`src/hw/psp_cfg.svh`:
```
/*
 * Register offsets, field positions and reset values of the parallel slave port.
 * Assumes byte addresses on an 8-bit APB address, one aligned 32-bit word per register.
 */
`ifndef SLAVE_PORT_CFG_SVH
`define SLAVE_PORT_CFG_SVH

`define OFF_DATA_PINS   8'h00
`define OFF_DATA_LATCH  8'h04
`define OFF_DATA_DIR    8'h08
`define OFF_CTRL_PINS   8'h0c
`define OFF_CTRL_LATCH  8'h10
`define OFF_CTRL_STAT   8'h14
`define OFF_CONV_CFG    8'h18
`define OFF_IRQ_FLAG    8'h1c

`define BIT_IN_PEND     7
`define BIT_OUT_PEND    6
`define BIT_OVERRUN     5
`define BIT_PORT_SEL    4
`define BIT_CS_DIR      2
`define BIT_WR_DIR      1
`define BIT_RD_DIR      0
`define BIT_IRQ_FLAG    0

`define RST_CTRL_DIR    3'h7
`define RST_DATA_DIR    8'hff
`define RST_DATA_LATCH  8'h00
`define RST_CTRL_LATCH  3'h0
`define RST_CONV_CFG    4'h0
`define CONV_DIGITAL_LO 4'ha
`define FIFO_WORDS      16

`endif

```
`src/hw/psp_pkg.sv`:
```
/*
 * Types shared by the parallel slave port modules.
 * Assumes psp_cfg.svh is compiled alongside for the numeric constants.
 */
package slave_port_pkg;

    typedef struct packed {
        logic cs_n;
        logic wr_n;
        logic rd_n;
    } strobe_s;

    typedef struct packed {
        logic [7:0]  data_latch;
        logic [7:0]  data_dir;
        logic [2:0]  ctrl_latch;
        logic [2:0]  ctrl_dir;
        logic        port_sel;
        logic        overrun;
        logic        out_pend;
        logic        irq_flag;
        logic [3:0]  conv_cfg;
        logic        wr_on;
        logic        rd_on;
        logic [7:0]  wr_sample;
        logic        push_pend;
        logic [7:0]  push_byte;
        logic [31:0] rdata;
    } core_state_s;

endpackage

```
`src/hw/strobe_sync.sv`:
```
/*
 * Two-flop synchroniser for a group of asynchronous levels.
 * Assumes the levels change slowly compared with the clock; one bit per line.
 */
`timescale 1ns/10ps
module strobe_sync #(
    parameter int W = 3
) (
    input  wire logic         clk,
    input  wire logic         rst_n,
    input  wire logic         ce,
    input  wire logic [W-1:0] d,
    input  wire logic [W-1:0] init,
    output logic      [W-1:0] q
);
    typedef struct packed {
        logic [W-1:0] meta;
        logic [W-1:0] stable;
    } sync_state_s;

    sync_state_s s_r;
    sync_state_s s_nxt;

    // Stage one feeds only stage two
    always_comb begin
        s_nxt        = s_r;
        s_nxt.meta   = d;
        s_nxt.stable = s_r.meta;
    end

    always_ff @(posedge clk or negedge rst_n) begin
        if (!rst_n) begin
            s_r <= '1;
        end else if (ce) begin
            s_r <= s_nxt;
        end
    end

    assign q = s_r.stable;

    // Unused reset level hook; reset loads all ones, not init
    logic unused_init;
    assign unused_init = ^init;
endmodule

```
`src/hw/byte_fifo.sv`:
```
/*
 * Flip-flop FIFO with valid/ready on both sides.
 * Assumes DEPTH is a power of two; out_data is the registered head entry.
 */
`timescale 1ns/10ps
module byte_fifo #(
    parameter int W     = 8,
    parameter int DEPTH = 16
) (
    input  wire logic         clk,
    input  wire logic         rst_n,
    input  wire logic         ce,
    input  wire logic         in_valid,
    output logic              in_ready,
    input  wire logic [W-1:0] in_data,
    output logic              out_valid,
    input  wire logic         out_ready,
    output logic      [W-1:0] out_data
);
    localparam int AW = $clog2(DEPTH);

    typedef struct packed {
        logic [DEPTH-1:0][W-1:0] mem;
        logic [AW-1:0]           wp;
        logic [AW-1:0]           rp;
        logic [AW:0]             cnt;
    } fifo_state_s;

    fifo_state_s s_r;
    fifo_state_s s_nxt;
    logic        push;
    logic        pop;

    assign in_ready  = (s_r.cnt != (AW+1)'(DEPTH));
    assign out_valid = (s_r.cnt != '0);
    assign out_data  = s_r.mem[s_r.rp];
    assign push      = in_valid & in_ready;
    assign pop       = out_valid & out_ready;

    always_comb begin
        s_nxt = s_r;
        if (push) begin
            s_nxt.mem[s_r.wp] = in_data;
            s_nxt.wp          = s_r.wp + 1'b1;
        end
        if (pop) begin
            s_nxt.rp = s_r.rp + 1'b1;
        end
        s_nxt.cnt = s_r.cnt + (AW+1)'(push) - (AW+1)'(pop);
    end

    always_ff @(posedge clk or negedge rst_n) begin
        if (!rst_n) begin
            s_r <= '0;
        end else if (ce) begin
            s_r <= s_nxt;
        end
    end
endmodule

```
`src/hw/parallel_slave_port.sv`:
```
/*
 * Parallel slave port with its general-purpose data and control pins, APB registers.
 * Assumes pin inputs synchronous to CORE_CLK except the three strobes, which are resynchronised;
 * pad logic outside resolves each pin from OUT and OE_N.
 */
// Our own choices: the placing of the registers and register access over APB.
// What this block and its software do
// RULE_01: Input-pending bit is one while a received word waits for the CPU.
// RULE_02: Output-pending bit is one until the external processor reads the written word.
// RULE_03: Overrun sets on a write while a word is unread; only writing zero clears.
// RULE_04: Port-select bit chooses slave operation when one; resets to zero.
// RULE_05: Three control direction bits, one means input; reset to one.
// RULE_06: Slave operation is blocked while the PWM unit runs dual or quad output.
// RULE_07: In slave mode the eight data pins form the external processor's byte bus.
// RULE_08: Control pins act as read strobe, write strobe and chip select, active low.
// RULE_09: Software sets control pins to input and converter config to 1010..1111.
// RULE_10: A write runs from chip select and write both low until either goes high.
// RULE_11: At write end capture the byte, set the port flag and input-pending.
// RULE_12: Chip select and read low drive the latch out and clear output-pending.
// RULE_13: A CPU data write during a read drives at once, output-pending stays clear.
// RULE_14: When the read ends, release the data pins and set the port flag.
// RULE_15: Software waits for the port flag, then polls the pending bits.
// RULE_16: Analog control pins read zero digitally, yet still drive when set to output.
// RULE_17: After reset the control pins default to analog channels.
// RULE_18: Slave read data takes priority over ordinary port output on data pins.
// RULE_19: Chip select, read and write strobes are synchronised before edge detection.
`timescale 1ns/10ps
`include "psp_cfg.svh"
module parallel_slave_port
    import slave_port_pkg::*;
#(
    parameter int FIFO_DEPTH = `FIFO_WORDS
) (
    input  wire logic        CORE_CLK,
    input  wire logic        RST_N,
    input  wire logic        CLK_EN,
    input  wire logic        PSEL,
    input  wire logic        PENABLE,
    input  wire logic        PWRITE,
    input  wire logic [7:0]  PADDR,
    input  wire logic [31:0] PWDATA,
    output logic             PREADY,
    output logic      [31:0] PRDATA,
    output logic             PSLVERR,
    input  wire logic [7:0]  DATA_PIN_IN,
    output logic      [7:0]  DATA_PIN_OUT,
    output logic      [7:0]  DATA_PIN_OE_N,
    input  wire logic [2:0]  CTRL_PIN_IN,
    output logic      [2:0]  CTRL_PIN_OUT,
    output logic      [2:0]  CTRL_PIN_OE_N,
    input  wire logic        PWM_MULTI_OUT,
    output logic      [2:0]  ANALOG_SEL,
    output logic             SLAVE_ACTIVE,
    output logic             IRQ_FLAG
);

    ////////////////////////////////////////////////////////////////////////////
    // Decoding helpers

    // Converter codes below the lowest all-digital code leave the three pins analog
    function automatic logic [2:0] analog_pins(input logic [3:0] cfg);
        analog_pins = (cfg < `CONV_DIGITAL_LO) ? 3'h7 : 3'h0;
    endfunction

    function automatic logic addr_hit(input logic [7:0] a);
        unique case (a)
            `OFF_DATA_PINS, `OFF_DATA_LATCH, `OFF_DATA_DIR, `OFF_CTRL_PINS,
            `OFF_CTRL_LATCH, `OFF_CTRL_STAT, `OFF_CONV_CFG, `OFF_IRQ_FLAG:
                addr_hit = 1'b1;
            default:
                addr_hit = 1'b0;
        endcase
    endfunction

    ////////////////////////////////////////////////////////////////////////////
    // State and submodules

    core_state_s s_r;
    core_state_s s_nxt;

    strobe_s     strobe_raw;
    strobe_s     strobe_sync_q;
    logic        eff_mode;
    logic        wr_act;
    logic        rd_act;
    logic        in_pend;
    logic        fifo_in_ready;
    logic        fifo_out_valid;
    logic [7:0]  fifo_out_data;
    logic        fifo_pop;
    logic        apb_wr;
    logic        apb_rd;
    logic        apb_setup;
    logic [2:0]  ctrl_digital;

    // Pin 2 is chip select, pin 1 write strobe, pin 0 read strobe
    assign strobe_raw = '{cs_n: CTRL_PIN_IN[2], wr_n: CTRL_PIN_IN[1], rd_n: CTRL_PIN_IN[0]}; // RULE_08

    strobe_sync #(
        .W (3)
    ) u_strobe_sync (
        .clk   (CORE_CLK),
        .rst_n (RST_N),
        .ce    (CLK_EN),
        .d     (strobe_raw),
        .init  (3'h7),
        .q     (strobe_sync_q)
    ); // RULE_19

    // Received bytes queue here; a full queue stalls the capture holding register
    byte_fifo #(
        .W     (8),
        .DEPTH (FIFO_DEPTH)
    ) u_rx_fifo (
        .clk       (CORE_CLK),
        .rst_n     (RST_N),
        .ce        (CLK_EN),
        .in_valid  (s_r.push_pend),
        .in_ready  (fifo_in_ready),
        .in_data   (s_r.push_byte),
        .out_valid (fifo_out_valid),
        .out_ready (fifo_pop),
        .out_data  (fifo_out_data)
    );

    ////////////////////////////////////////////////////////////////////////////
    // Transfer detection

    assign eff_mode = s_r.port_sel & ~PWM_MULTI_OUT; // RULE_04 RULE_06
    assign wr_act   = eff_mode & ~strobe_sync_q.cs_n & ~strobe_sync_q.wr_n; // RULE_10
    assign rd_act   = eff_mode & ~strobe_sync_q.cs_n & ~strobe_sync_q.rd_n; // RULE_12
    assign in_pend  = fifo_out_valid | s_r.push_pend; // RULE_01

    assign apb_setup = PSEL & ~PENABLE;
    assign apb_wr    = PSEL & PENABLE & PWRITE;
    assign apb_rd    = PSEL & PENABLE & ~PWRITE;
    // Reading the pin register in slave mode consumes the oldest received byte
    assign fifo_pop  = apb_rd & (PADDR == `OFF_DATA_PINS) & eff_mode;

    // Analog pins read back as zero on the digital path
    assign ctrl_digital = CTRL_PIN_IN & ~analog_pins(s_r.conv_cfg); // RULE_16

    ////////////////////////////////////////////////////////////////////////////
    // Next state

    always_comb begin
        s_nxt = s_r;

        // Software writes first, so that hardware events below win over clears
        if (apb_wr) begin
            unique case (PADDR)
                `OFF_DATA_PINS, `OFF_DATA_LATCH: begin
                    s_nxt.data_latch = PWDATA[7:0];
                    if (eff_mode && !rd_act) begin
                        s_nxt.out_pend = 1'b1; // RULE_02
                    end
                end
                `OFF_DATA_DIR: begin
                    s_nxt.data_dir = PWDATA[7:0];
                end
                `OFF_CTRL_PINS, `OFF_CTRL_LATCH: begin
                    s_nxt.ctrl_latch = PWDATA[2:0];
                end
                `OFF_CTRL_STAT: begin
                    s_nxt.port_sel = PWDATA[`BIT_PORT_SEL]; // RULE_04
                    s_nxt.ctrl_dir = PWDATA[`BIT_CS_DIR:`BIT_RD_DIR]; // RULE_05
                    if (!PWDATA[`BIT_OVERRUN]) begin
                        s_nxt.overrun = 1'b0; // RULE_03
                    end
                end
                `OFF_CONV_CFG: begin
                    s_nxt.conv_cfg = PWDATA[3:0];
                end
                `OFF_IRQ_FLAG: begin
                    if (!PWDATA[`BIT_IRQ_FLAG]) begin
                        s_nxt.irq_flag = 1'b0;
                    end
                end
                default: begin
                end
            endcase
        end

        // Read data is registered in the setup cycle and presented in the access cycle
        if (apb_setup) begin
            s_nxt.rdata = '0;
            unique case (PADDR)
                `OFF_DATA_PINS:
                    s_nxt.rdata[7:0] = eff_mode ? fifo_out_data : DATA_PIN_IN;
                `OFF_DATA_LATCH:
                    s_nxt.rdata[7:0] = s_r.data_latch;
                `OFF_DATA_DIR:
                    s_nxt.rdata[7:0] = s_r.data_dir;
                `OFF_CTRL_PINS:
                    s_nxt.rdata[2:0] = ctrl_digital; // RULE_16
                `OFF_CTRL_LATCH:
                    s_nxt.rdata[2:0] = s_r.ctrl_latch;
                `OFF_CTRL_STAT: begin
                    s_nxt.rdata[`BIT_IN_PEND]             = in_pend; // RULE_01
                    s_nxt.rdata[`BIT_OUT_PEND]            = s_r.out_pend; // RULE_02
                    s_nxt.rdata[`BIT_OVERRUN]             = s_r.overrun;
                    s_nxt.rdata[`BIT_PORT_SEL]            = s_r.port_sel;
                    s_nxt.rdata[`BIT_CS_DIR:`BIT_RD_DIR]  = s_r.ctrl_dir;
                end
                `OFF_CONV_CFG:
                    s_nxt.rdata[3:0] = s_r.conv_cfg;
                `OFF_IRQ_FLAG:
                    s_nxt.rdata[`BIT_IRQ_FLAG] = s_r.irq_flag;
                default: begin
                end
            endcase
        end

        // Capture stage drains into the queue when it has room
        if (s_r.push_pend && fifo_in_ready) begin
            s_nxt.push_pend = 1'b0;
        end

        // Sample the bus every cycle of the write so the last seen byte is kept
        if (wr_act) begin
            s_nxt.wr_sample = DATA_PIN_IN; // RULE_07
        end
        if (s_r.wr_on && !wr_act) begin
            s_nxt.push_pend = 1'b1; // RULE_11
            s_nxt.push_byte = s_r.wr_sample; // RULE_11
            s_nxt.irq_flag  = 1'b1; // RULE_11
            if (in_pend) begin
                s_nxt.overrun = 1'b1; // RULE_03
            end
        end

        if (rd_act) begin
            s_nxt.out_pend = 1'b0; // RULE_12 RULE_13
        end
        if (s_r.rd_on && !rd_act) begin
            s_nxt.irq_flag = 1'b1; // RULE_14
        end

        s_nxt.wr_on = wr_act;
        s_nxt.rd_on = rd_act;
    end

    always_ff @(posedge CORE_CLK or negedge RST_N) begin
        if (!RST_N) begin
            s_r            <= '0;
            s_r.data_latch <= `RST_DATA_LATCH;
            s_r.data_dir   <= `RST_DATA_DIR;
            s_r.ctrl_latch <= `RST_CTRL_LATCH;
            s_r.ctrl_dir   <= `RST_CTRL_DIR; // RULE_05
            s_r.conv_cfg   <= `RST_CONV_CFG; // RULE_17
        end else if (CLK_EN) begin
            s_r <= s_nxt;
        end
    end

    ////////////////////////////////////////////////////////////////////////////
    // Bus answers and pins

    // Zero-wait slave: every access phase completes in its first cycle
    assign PREADY  = PSEL & PENABLE;
    assign PRDATA  = s_r.rdata;
    assign PSLVERR = PSEL & PENABLE & ~addr_hit(PADDR);

    // The latch feeds the pins directly, so a CPU write shows during a read
    assign DATA_PIN_OUT = s_r.data_latch; // RULE_13

    always_comb begin
        if (eff_mode) begin
            DATA_PIN_OE_N = rd_act ? 8'h00 : 8'hff; // RULE_12 RULE_14 RULE_18
        end else begin
            DATA_PIN_OE_N = s_r.data_dir;
        end
    end

    // Direction bits still govern the drivers on analog pins
    assign CTRL_PIN_OUT  = s_r.ctrl_latch; // RULE_16
    assign CTRL_PIN_OE_N = s_r.ctrl_dir; // RULE_05 RULE_16
    assign ANALOG_SEL    = analog_pins(s_r.conv_cfg); // RULE_17
    assign SLAVE_ACTIVE  = eff_mode;
    assign IRQ_FLAG      = s_r.irq_flag;
endmodule

```
`config.mk`:
```
export PLATFORM = sky130hd
export DESIGN_NAME = parallel_slave_port
export DESIGN_NICKNAME = d
export VERILOG_FILES = /design/src/hw/psp_pkg.sv /design/src/hw/strobe_sync.sv /design/src/hw/byte_fifo.sv /design/src/hw/parallel_slave_port.sv
export VERILOG_INCLUDE_DIRS = /design/src /design/src/hw
export SDC_FILE = /design/constraint.sdc
export NUM_CORES = 1
export LEC_CHECK = 0
export ABC_AREA = 0
export ABC_CLOCK_PERIOD_IN_PS = 3200
export BUFFER_PORTS_ARGS = -buffer_cell sky130_fd_sc_hd__buf_2
export CORE_MARGIN = 5
export CORE_UTILIZATION = 55
export CTS_BUF_LIST = sky130_fd_sc_hd__clkbuf_8
export DETAILED_ROUTE_END_ITERATION = 12
export HOLD_SLACK_MARGIN = 0.02
export MAX_ROUTING_LAYER = met4
export PLACE_DENSITY = 0.83
export SYNTH_ARGS = -nofsm -noshare
export SYNTH_HDL_FRONTEND = slang
export SYNTH_SLANG_ARGS = --single-unit
```
`constraint.sdc`:
```
create_clock -name CORE_CLK -period 3.2 [get_ports CORE_CLK]
set_input_delay 0.64 -clock CORE_CLK [delete_from_list [all_inputs] [get_ports CORE_CLK]]
set_output_delay 0.64 -clock CORE_CLK [all_outputs]
set_load 0.01 [all_outputs]
```
==> results.ini, run 1 <==
[outcome]
status = finished, final reports clean

[critical_path]
r2r_setup_slack_ns = 0.30
ff2ff_path_depth = 14
start_kind = flop
crit_fanout = 3
critical_path_class = flop to flop
r2r_start = u_rx_fifo.s_r[3]$_DFFE_PN0P_
r2r-end = u_rx_fifo.s_r[4]$_DFFE_PN0P_
arrival_ns = 3.28
worst_setup_path_end_kind = flop
cp.required_ns = 3.58

[placement]
dp_cells = 999
placed_cell_area_mm2 = 0.0104
portBuffers = 70
hpwl_um = 15100
dp_slack_ns = 0.0586
place_congestion = 0.956

[sta]
holdWs_ns = 0.161
fin_setup_tns_ns = 0
finalHoldViolations = 0
post-route-min-period_ns = 2.90
finalMaxSlewViolations = 0
fmax_mhz = 345
setup_slack_ns = 0.300
slew_headroom_pct = 44.6
finClkSkew_ns = 0.0184
final-setup-viol-count = 0
rsz0062_at_grt = no
tightestPinTransition_ns = 0.831
timing.final.crit_share_pct = 90.6

[global_route]
grt_antenna_before_repair = 0
grt_pass1_vias = 6456
overflow = 0
grt_max_degree = 76
grt_usage_pct = 21.6
grt_pass1_wl_um = 34400

[route]
ant_nets = 0
drtIter0Drc = 463
drt-wirelength-per-cell_um = 20.2
wirelength_um = 21400
via_per_inst = 5.83
drc = 0
num_vias = 6165
drtPass1Iterations = 5

[cts]
cts_buffer_depth = 3
cts_tree = built
cts_setup_buffers = 0
htreeDepth = 2
cts_sinks = 204
root_buffer = clkbuf_8
cts_buffers = 34
clkLatencyLatePin_ns = 0.51
holdBufCountCts = 0
cts_resized = 0
path_clk_slew_ns = 0.06

[cells_and_area]
drive_gt1_share_pct = 47.0
nFillCells = 1344
syn_to_final_growth_pct = 10.8
layout_common_cells = 186 x dfrtp_1, 180 x mux2_2, 69 x buf_2, 42 x clkbuf_8, 33 x mux4_2
final_cell_count_no_fill = 1057
nets = 876
seq_area_mm2 = 0.00513
layout_commonest_cell = dfrtp_1
multi_input_area_mm2 = 0.00440
n_antenna_cell = 0
design_area_mm2 = 0.0111

[pwr]
share_seq_of_total_power_pct = 49.8
ir_drop_mv = 0.259
p_sw_uw = 1450
p_comb_share_pct = 10.4
powerDensity_mw_per_mm2 = 506
power.leakage_uw = 0.00532
p_int_uw = 4150
pwr-share-clk_pct = 39.8
p_sw_share_pct = 25.9

[synth]
synth_top_flop_cell = dfrtp_1
synth_cells = 736
synth_top_area_share_pct = 46.8
ys_seq_area_share_pct = 51.3
syn_area_per_cell_um2 = 13.6
yosys_warnings = 0
ys_ff_latch = 204
netlist_area_mm2 = 0.00999
yosysUniqueCellTypes = 58
synth.largest_area_cell = dfrtp_1
synth_edf_count = 0
async_flop_share_pct = 100
netlist_top_cells_area = dfrtp_1 47%, mux2_2 20%, mux4_2 7.4%

[floorplan]
fp.dieW_um = 145
core_area_mm2 = 0.0179
io_pins = 119
initial_core_util_pct = 55.8
die_area_mm2 = 0.0210
rows = 49
die_h_um = 145

[flow_run]
drv_cap = 0

[min_path]
holdCritPathClass = input port to async pin

==> logic make-up (layout without fill, tap and decap cells) <==
| logic type | after synthesis | after routing | share of synthesized area [%] |
|---|---|---|---|
| multiplexers | 225 | 225 | 28.9 |
| flip-flops | 204 | 204 | 51.3 |
| AND/OR/NAND/NOR | 117 | 117 | 6.80 |
| buffers and inverters | 95 | 164 | 5.52 |
| AO/OA/AOI/OAI | 72 | 72 | 4.95 |
| adder cells (fa/ha/maj) | 12 | 12 | 1.58 |
| XOR/XNOR | 10 | 10 | 0.877 |
| other | 1 | 24 | 0.0375 |
==> layout make-up <==
cell class,count,share of cell area [%]
clock buffers,41,5.10
clock inverters,17,0.848
inverters,15,0.509
multi-input cells,460,39.7
flip-flops and latches,204,46.3
well taps,229,2.59
repair buffers,91,4.89
==> synthesized netlist by cell type, drive strengths merged, types with 2 or more instances <==
master	instances
or3	3
a21oi	14
inv	15
nor3b	6
o211ai	2
mux2	180
nor2b	4
a222oi	2
ha	11
nand2	24
o21ai	21
nand4	4
and3	4
dfstp	17
or2	2
and2	4
nor3	13
nand2b	5
a22o	10
xnor2	9
a31oi	3
dfrtp	187
nor2	41
o2bb2ai	3
a221oi	3
a211oi	3
nand3	2
mux2i	12
clkbuf	13
buf	67
mux4	33
nor4	3
==> worst max-delay path, stage by stage, from the launching register on <==
cell and delay, ns:
dfrtp_1 0.40, inv_1 0.09, ha_1 0.16, nor4b_1 0.36, nor3_1 0.12, and2_1 0.18, ha_1 0.27, inv_1 0.04
ha_1 0.19, fa_1 0.38, a21oi_1 0.14, o21bai_1 0.09, xnor2_1 0.14, nand2_1 0.09, xnor2_1 0.13
==> stage by stage <==
step / util (%) / total power [µW]
2_1_floorplan: - / 3260
3_3_place_gp: 58.2 / 3400
3_5_place_dp: 58.2 / 3410
4_1_cts: 61.8 / 5650
5_1_grt: 61.8 / 5850
6_report: 61.8 / 5600
==> routing by layer <==
layer | global-route usage, % | share of wire, %
met1 | 27.7 | 41
met2 | 35.6 | 50
met3 | 3.65 | 7.1
met4 | 6.23 | 1.8
met5 | - | 0
==> registers in the layout, indices dropped and copies added, names as in the netlist <==
| name | count |
|---|---|
| u_rx_fifo.s_r | 141 |
| s_r | 34 |
| DATA_PIN_OUT | 8 |
| PRDATA | 8 |
| CTRL_PIN_OE_N | 3 |
| CTRL_PIN_OUT | 3 |
| u_strobe_sync.q | 3 |
| u_strobe_sync.s_nxt | 3 |
| IRQ_FLAG | 1 |
==> worst max path at each step <==
stage / startpoint / cells past startpoint / end
finish: u_rx_fifo.s_r[3]$_DFFE_PN0P_ / 14 / u_rx_fifo.s_r[4]$_DFFE_PN0P_
global route: u_rx_fifo.s_r[3]$_DFFE_PN0P_ / 14 / u_rx_fifo.s_r[4]$_DFFE_PN0P_
CTS: u_rx_fifo.s_r[3]$_DFFE_PN0P_ / 14 / u_rx_fifo.s_r[4]$_DFFE_PN0P_
detailed placement: PADDR[5] / 13 / u_rx_fifo.s_r[4]$_DFFE_PN0P_
global placement: PADDR[5] / 13 / u_rx_fifo.s_r[4]$_DFFE_PN0P_
floorplan: PADDR[5] / 13 / u_rx_fifo.s_r[4]$_DFFE_PN0P_
==> power by group through the flow <==
stage	Combinational, µW	Clock, µW	Sequential, µW
after floorplan	490	0	2770
after global placement	565	0	2830
after detailed placement	580	0	2830
after CTS	586	2280	2790
after global routing	657	2400	2800
final	580	2230	2790
(Power assumes the default switching activity.)
==> inputs of run 2 (changes only) <==
RECOVER_POWER = 50   (was unset)
==> run 2 against run 1 <==
Net effect: clock power about the same; clock-buffer cell count stayed put; combinational power shrank 0.7%; critical endpoint unchanged; the run now ends with capacitance limit, slew limit left.
==> results.ini, run 2 (same netlist as run 1, synthesis figures left out) <==
[floorplan]
rows = 49  ; unchanged
initial_core_util_pct = 55.8  ; unchanged
io_pins = 119  ; unchanged
die_h_um = 145  ; unchanged
core_area_mm2 = 0.0179  ; unchanged
die_area_mm2 = 0.0210  ; unchanged
fp.dieW_um = 145  ; unchanged

[sta]
final-setup-viol-count = 0  ; unchanged
post-route-min-period_ns = 2.94  ; +0.0389 ns
finalMaxSlewViolations = 75  ; +75
rsz0062_at_grt = no
tightestPinTransition_ns = 1.85  ; +1.02 ns
fin_setup_tns_ns = 0  ; unchanged
finClkSkew_ns = 0.0174  ; -0.000992 ns
setup_slack_ns = 0.261  ; -0.0389 ns
slew_headroom_pct = -23.1  ; -68 points
finalHoldViolations = 0  ; unchanged
fmax_mhz = 340  ; -1.3%
timing.final.crit_share_pct = 91.8  ; +1.2 points

[route]
drc = 0  ; unchanged
ant_nets = 0  ; unchanged
num_vias = 6203  ; +0.62%
drt-wirelength-per-cell_um = 20.2  ; about the same
drtPass1Iterations = 5  ; unchanged
via_per_inst = 5.87  ; +0.62%
wirelength_um = 21400  ; about the same
drtIter0Drc = 502  ; +8.4%

[cts]
clkLatencyLatePin_ns = 0.51  ; about the same
cts_sinks = 204  ; unchanged
cts_buffer_depth = 3  ; unchanged
htreeDepth = 2  ; unchanged
cts_tree = built
path_clk_slew_ns = 0.06  ; about the same
cts_buffers = 34  ; unchanged
cts_setup_buffers = 0  ; unchanged
cts_resized = 0  ; unchanged
root_buffer = clkbuf_8
holdBufCountCts = 0  ; unchanged

[pwr]
ir_drop_mv = 0.258  ; -0.19%
powerDensity_mw_per_mm2 = 507  ; +0.27%
power.leakage_uw = 0.00530  ; -0.42%

[outcome]
status = finished with violations
violations = capacitance limit, slew limit

[min_path]
hold_path_end = s_r[71]$_DFFE_PN1P_
whs_path_depth = 2
holdCritPathClass = input port to flop
hp-start = PWDATA[6]

[critical_path]
cp.required_ns = 3.58  ; about the same
crit_fanout = 3  ; unchanged
r2r-end = u_rx_fifo.s_r[4]$_DFFE_PN0P_
critical_path_class = flop to flop
ff2ff_path_depth = 14  ; unchanged
worst_setup_path_end_kind = flop
r2r_start = u_rx_fifo.s_r[3]$_DFFE_PN0P_
r2r_setup_slack_ns = 0.26  ; -0.04 ns
arrival_ns = 3.32  ; +0.04 ns
start_kind = flop

[placement]
place_congestion = 0.956  ; unchanged
dp_slack_ns = 0.0586  ; unchanged
hpwl_um = 15100  ; unchanged
placed_cell_area_mm2 = 0.0104  ; unchanged
portBuffers = 70  ; unchanged

[cells_and_area]
largestRegisters = u_rx_fifo.s_r: 141 flops, s_r: 34 flops
n_antenna_cell = 0  ; unchanged
layout_commonest_cell = dfrtp_1
drive_gt1_share_pct = 46.5  ; -0.48 points
nFillCells = 1351  ; +0.52%
fin_util_pct = 61.6  ; -0.20 points
syn_to_final_growth_pct = 10.4
design_area_mm2 = 0.0110  ; -0.33%
top_register = u_rx_fifo.s_r
largest_register_ffs = 141  ; unchanged
layout_common_cells = 186 x dfrtp_1, 180 x mux2_2, 68 x buf_2, 41 x clkbuf_8, 33 x mux4_2
nets = 876  ; unchanged

[global_route]
grt_antenna_before_repair = 0  ; unchanged
overflow = 0  ; unchanged
grt_max_degree = 76  ; unchanged
grt_usage_pct = 21.6  ; unchanged
grt_pass1_vias = 6456  ; unchanged
grt_pass1_wl_um = 34400  ; unchanged

[flow_run]
drv_cap = 1  ; +1

==> run 2: cell count changes in the layout (fill, tap and decap cells not counted) <==
cell      previous run  this run
buf_4               19        15
clkbuf_1             0         4
clkbuf_2             0         2
buf_12               2         1
buf_2               69        68
clkbuf_4             0         1
clkbuf_8            42        41
==> run 2: final cells by class <==
| cell class | count | area [µm²] | share of cell area (%) |
|---|---|---|---|
| clock buffer | 41 | 564 | 5.11 |
| clock inverter | 17 | 93.8 | 0.851 |
| inverter | 15 | 56.3 | 0.510 |
| multi-input combinational | 460 | 4400 | 39.9 |
| sequential | 204 | 5130 | 46.5 |
| tap | 229 | 287 | 2.60 |
| timing repair buffer | 91 | 505 | 4.58 |
==> run 2: worst max-delay path, stage by stage (launching register included) <==
cell	delay, ns
dfrtp_1	0.40
inv_1	0.09
ha_1	0.16
nor4b_1	0.36
nor3_1	0.12
and2_1	0.18
ha_1	0.27
inv_1	0.04
ha_1	0.19
fa_1	0.38
a21oi_1	0.14
o21bai_1	0.09
xnor2_1	0.14
nand2_1	0.09
xnor2_1	0.17
==> run 2: power by group <==
group | internal [µW] | switching [µW] | leakage, µW
registers | 2670 | 118 | 0.00275
clock network | 1230 | 993 | 0.000389
logic | 238 | 338 | 0.00216
==> run 2: metal layers <==
layer	global-route usage, %	vias to the layer above	wire length, µm
li1	-	2747	-
met1	27.7	3191	8830
met2	35.6	225	10700
met3	3.65	40	1490
met4	6.23	0	397
met5	-	-	0
==> run 2: how the worst max path moves through the flow <==
stage	start	to	slack (ns)	depth (start not counted)
global placement	PADDR[5]	u_rx_fifo.s_r[4]$_DFFE_PN0P_	0.06	13
global route	u_rx_fifo.s_r[3]$_DFFE_PN0P_	u_rx_fifo.s_r[4]$_DFFE_PN0P_	0.04	14
finish	u_rx_fifo.s_r[3]$_DFFE_PN0P_	u_rx_fifo.s_r[4]$_DFFE_PN0P_	0.26	14
floorplan	PADDR[5]	u_rx_fifo.s_r[4]$_DFFE_PN0P_	0.11	13
detailed placement	PADDR[5]	u_rx_fifo.s_r[4]$_DFFE_PN0P_	0.06	13
CTS	u_rx_fifo.s_r[3]$_DFFE_PN0P_	u_rx_fifo.s_r[4]$_DFFE_PN0P_	0.27	14
==> run 2: stage by stage <==
| step | std cells | hold slack [ns] | total power [µW] |
|---|---|---|---|
| final | 1057 | 0.395 | 5590 |
| after global routing | 1057 | 0.388 | 5850 |
| after CTS | 1057 | 0.173 | 5650 |
| after detailed placement | 999 | 0.487 | 3410 |
| after global placement | 999 | 0.483 | 3400 |
| after floorplan | 759 | 0.344 | 3260 |
==> inputs of run 3 (changes only) <==
CORE_ASPECT_RATIO = 2   (was unset)
==> run 3 against run 2 <==
Net effect: the flow still finishes with violations (capacitance limit, slew limit); critical path type unchanged; clock-buffer cell count fell by 6; largest power group unchanged; total power is 3.8% lower; non-clock buffer count stayed put; sequential share of layout area increased by 0.56 points; critical endpoint unchanged; largest cell class unchanged.
==> results.ini, run 3 (same netlist as run 1, synthesis figures left out) <==
[outcome]
status = finished with violations
violations = capacitance limit, slew limit

[sta]
fmax_mhz = 338  ; -0.56%
rsz0062_at_grt = no
tightestPinTransition_ns = 1.77  ; -0.0787 ns
post-route-min-period_ns = 2.96  ; +0.0165 ns
finClkSkew_ns = 0.0238  ; +0.00641 ns
fin_setup_tns_ns = 0  ; unchanged
finalMaxSlewViolations = 72  ; -4.0%
final-setup-viol-count = 0  ; unchanged
finalHoldViolations = 0  ; unchanged
slew_headroom_pct = -17.9  ; +5.2 points
timing.final.crit_share_pct = 92.4  ; +0.52 points

[critical_path]
worst_setup_path_end_kind = flop
cpMostUsedCell = ha_1
start_kind = flop
critical_path_class = flop to flop
crit_chain = inv_1, ha_1, nor4b_1, nor3_1, and2_1, ha_1, inv_1, ha_1, fa_1, a21oi_1, o21bai_1, xnor2_1, nand2_1, xnor2_1
ff2ff_path_depth = 14  ; unchanged
crit_fanout = 3  ; unchanged
r2r_start = u_rx_fifo.s_r[2]$_DFFE_PN0P_
arrival_ns = 3.37  ; +0.05 ns
r2r-end = u_rx_fifo.s_r[4]$_DFFE_PN0P_
cp.required_ns = 3.61  ; +0.03 ns
cp_slowest_stage_delay_ns = 0.41  ; about the same
r2r_setup_slack_ns = 0.24  ; -0.02 ns
crit_slowest_cell = dfrtp_1

[min_path]
hp-start = PWDATA[7]
hold_path_end = s_r[72]$_DFFE_PN1P_
whs_path_depth = 2  ; unchanged
holdCritPathClass = input port to flop

[cts]
holdBufCountCts = 0  ; unchanged
cts_buffer_depth = 3  ; unchanged
root_buffer = clkbuf_8
cts_tree = built
cts_sinks = 204  ; unchanged
cts_buffers = 26  ; -24%
cts_setup_buffers = 0  ; unchanged
cts_resized = 0  ; unchanged
path_clk_slew_ns = 0.07  ; about the same
clkLatencyLatePin_ns = 0.54  ; +0.03 ns
htreeDepth = 1  ; -1

[floorplan]
initial_core_util_pct = 55.9  ; +0.098 points
fp.dieW_um = 105  ; -27%
core_area_mm2 = 0.0179  ; -0.17%
die_area_mm2 = 0.0211  ; +0.78%
die_h_um = 201  ; +39%
io_pins = 119  ; unchanged
rows = 69  ; +41%

[cells_and_area]
syn_to_final_growth_pct = 9.12
layout_commonest_cell = dfrtp_1
largest_register_ffs = 141  ; unchanged
drive_gt1_share_pct = 46.7  ; +0.20 points
n_antenna_cell = 0  ; unchanged
layout_common_cells = 186 x dfrtp_1, 180 x mux2_2, 68 x buf_2, 35 x clkbuf_8, 33 x mux4_2
fin_util_pct = 61.0  ; -0.63 points
largestRegisters = u_rx_fifo.s_r: 141 flops, s_r: 34 flops
nets = 868  ; -0.91%
nFillCells = 1316  ; -2.6%
top_register = u_rx_fifo.s_r

[placement]
portBuffers = 70  ; unchanged
place_congestion = 0.932  ; -2.6%
hpwl_um = 17300  ; +15%

[route]
drt-wirelength-per-cell_um = 22.7  ; +12%
routed.top_layer = met4
drc = 0  ; unchanged
wl_met3_um = 1000  ; -33%
drtIter0Drc = 369  ; -26%
wirelength_um = 23400  ; +9.4%
ant_nets = 0  ; unchanged
wl_met1_um = 7590  ; -14%
wl_met2_um = 13100  ; +23%
num_vias = 6224  ; +0.34%
drtPass1Iterations = 4  ; -1
via_per_inst = 6.04  ; +2.9%

[global_route]
overflow = 0  ; unchanged
grt_pass1_wl_um = 37800  ; +10%
grt_antenna_before_repair = 0  ; unchanged
grt_usage_pct = 23.5  ; +1.9 points
grt_pass1_vias = 7003  ; +8.5%
grt_max_degree = 72  ; -5.3%

[pwr]
powerDensity_mw_per_mm2 = 494  ; -2.6%
total_power_uw = 5380  ; -3.8%
ir_drop_mv = 0.220  ; -15%
power.leakage_uw = 0.00523  ; -1.3%

[flow_run]
drv_cap = 1  ; unchanged

==> run 3: area by class of cell <==
cell class / instances / area (µm²) / area share (%)
inverter: 15 / 56.3 / 0.516
sequential: 204 / 5130 / 47.0
clock buffer: 35 / 482 / 4.42
tap: 213 / 267 / 2.44
multi-input combinational: 460 / 4400 / 40.4
clock inverter: 13 / 80.1 / 0.735
timing repair buffer: 91 / 490 / 4.50
==> run 3: stage by stage <==
step | setup slack (ns) | instance area (µm²) | instances | hold slack [ns]
after floorplan | 0.105 | 10100 | 759 | 0.344
after global placement | 0.116 | 10400 | 983 | 0.483
final | 0.244 | 10900 | 1031 | 0.356
after detailed placement | 0.0562 | 10400 | 983 | 0.489
after global routing | 0.0877 | 10900 | 1031 | 0.347
after CTS | 0.232 | 10900 | 1031 | 0.0977
==> run 3: layer usage <==
metal / global-route usage (%) / vias up
met1: 22.5 / 3172
li1: - / 2721
met2: 42.9 / 243
met4: 15.4 / 0
met5: - / -
met3: 3.09 / 88
==> run 3: how the worst max path moves through the flow <==
stage / start / endpoint / slack [ns]
finish: u_rx_fifo.s_r[2]$_DFFE_PN0P_ / u_rx_fifo.s_r[4]$_DFFE_PN0P_ / 0.24
global route: u_rx_fifo.s_r[2]$_DFFE_PN0P_ / u_rx_fifo.s_r[4]$_DFFE_PN0P_ / 0.09
detailed placement: PADDR[5] / u_rx_fifo.s_r[4]$_DFFE_PN0P_ / 0.06
floorplan: PADDR[5] / u_rx_fifo.s_r[4]$_DFFE_PN0P_ / 0.11
CTS: u_rx_fifo.s_r[2]$_DFFE_PN0P_ / u_rx_fifo.s_r[4]$_DFFE_PN0P_ / 0.23
global placement: PADDR[5] / u_rx_fifo.s_r[4]$_DFFE_PN0P_ / 0.12
==> run 3: critical path, delay by kind of cell, from the launching register on <==
kind,cells,cell delay [ns]
compound gates,2,0.24
xor+xnor,2,0.28
fa+ha+maj,4,1.03
buf+inv,2,0.13
flops,1,0.41
simple gates,4,0.76
==> run 3: power breakdown <==
group	internal (µW)	switching, µW	leakage [µW]	total, µW
sequential	2670	124	0.00275	2790
combinational	234	359	0.00215	593
clock	1060	938	0.000324	2000
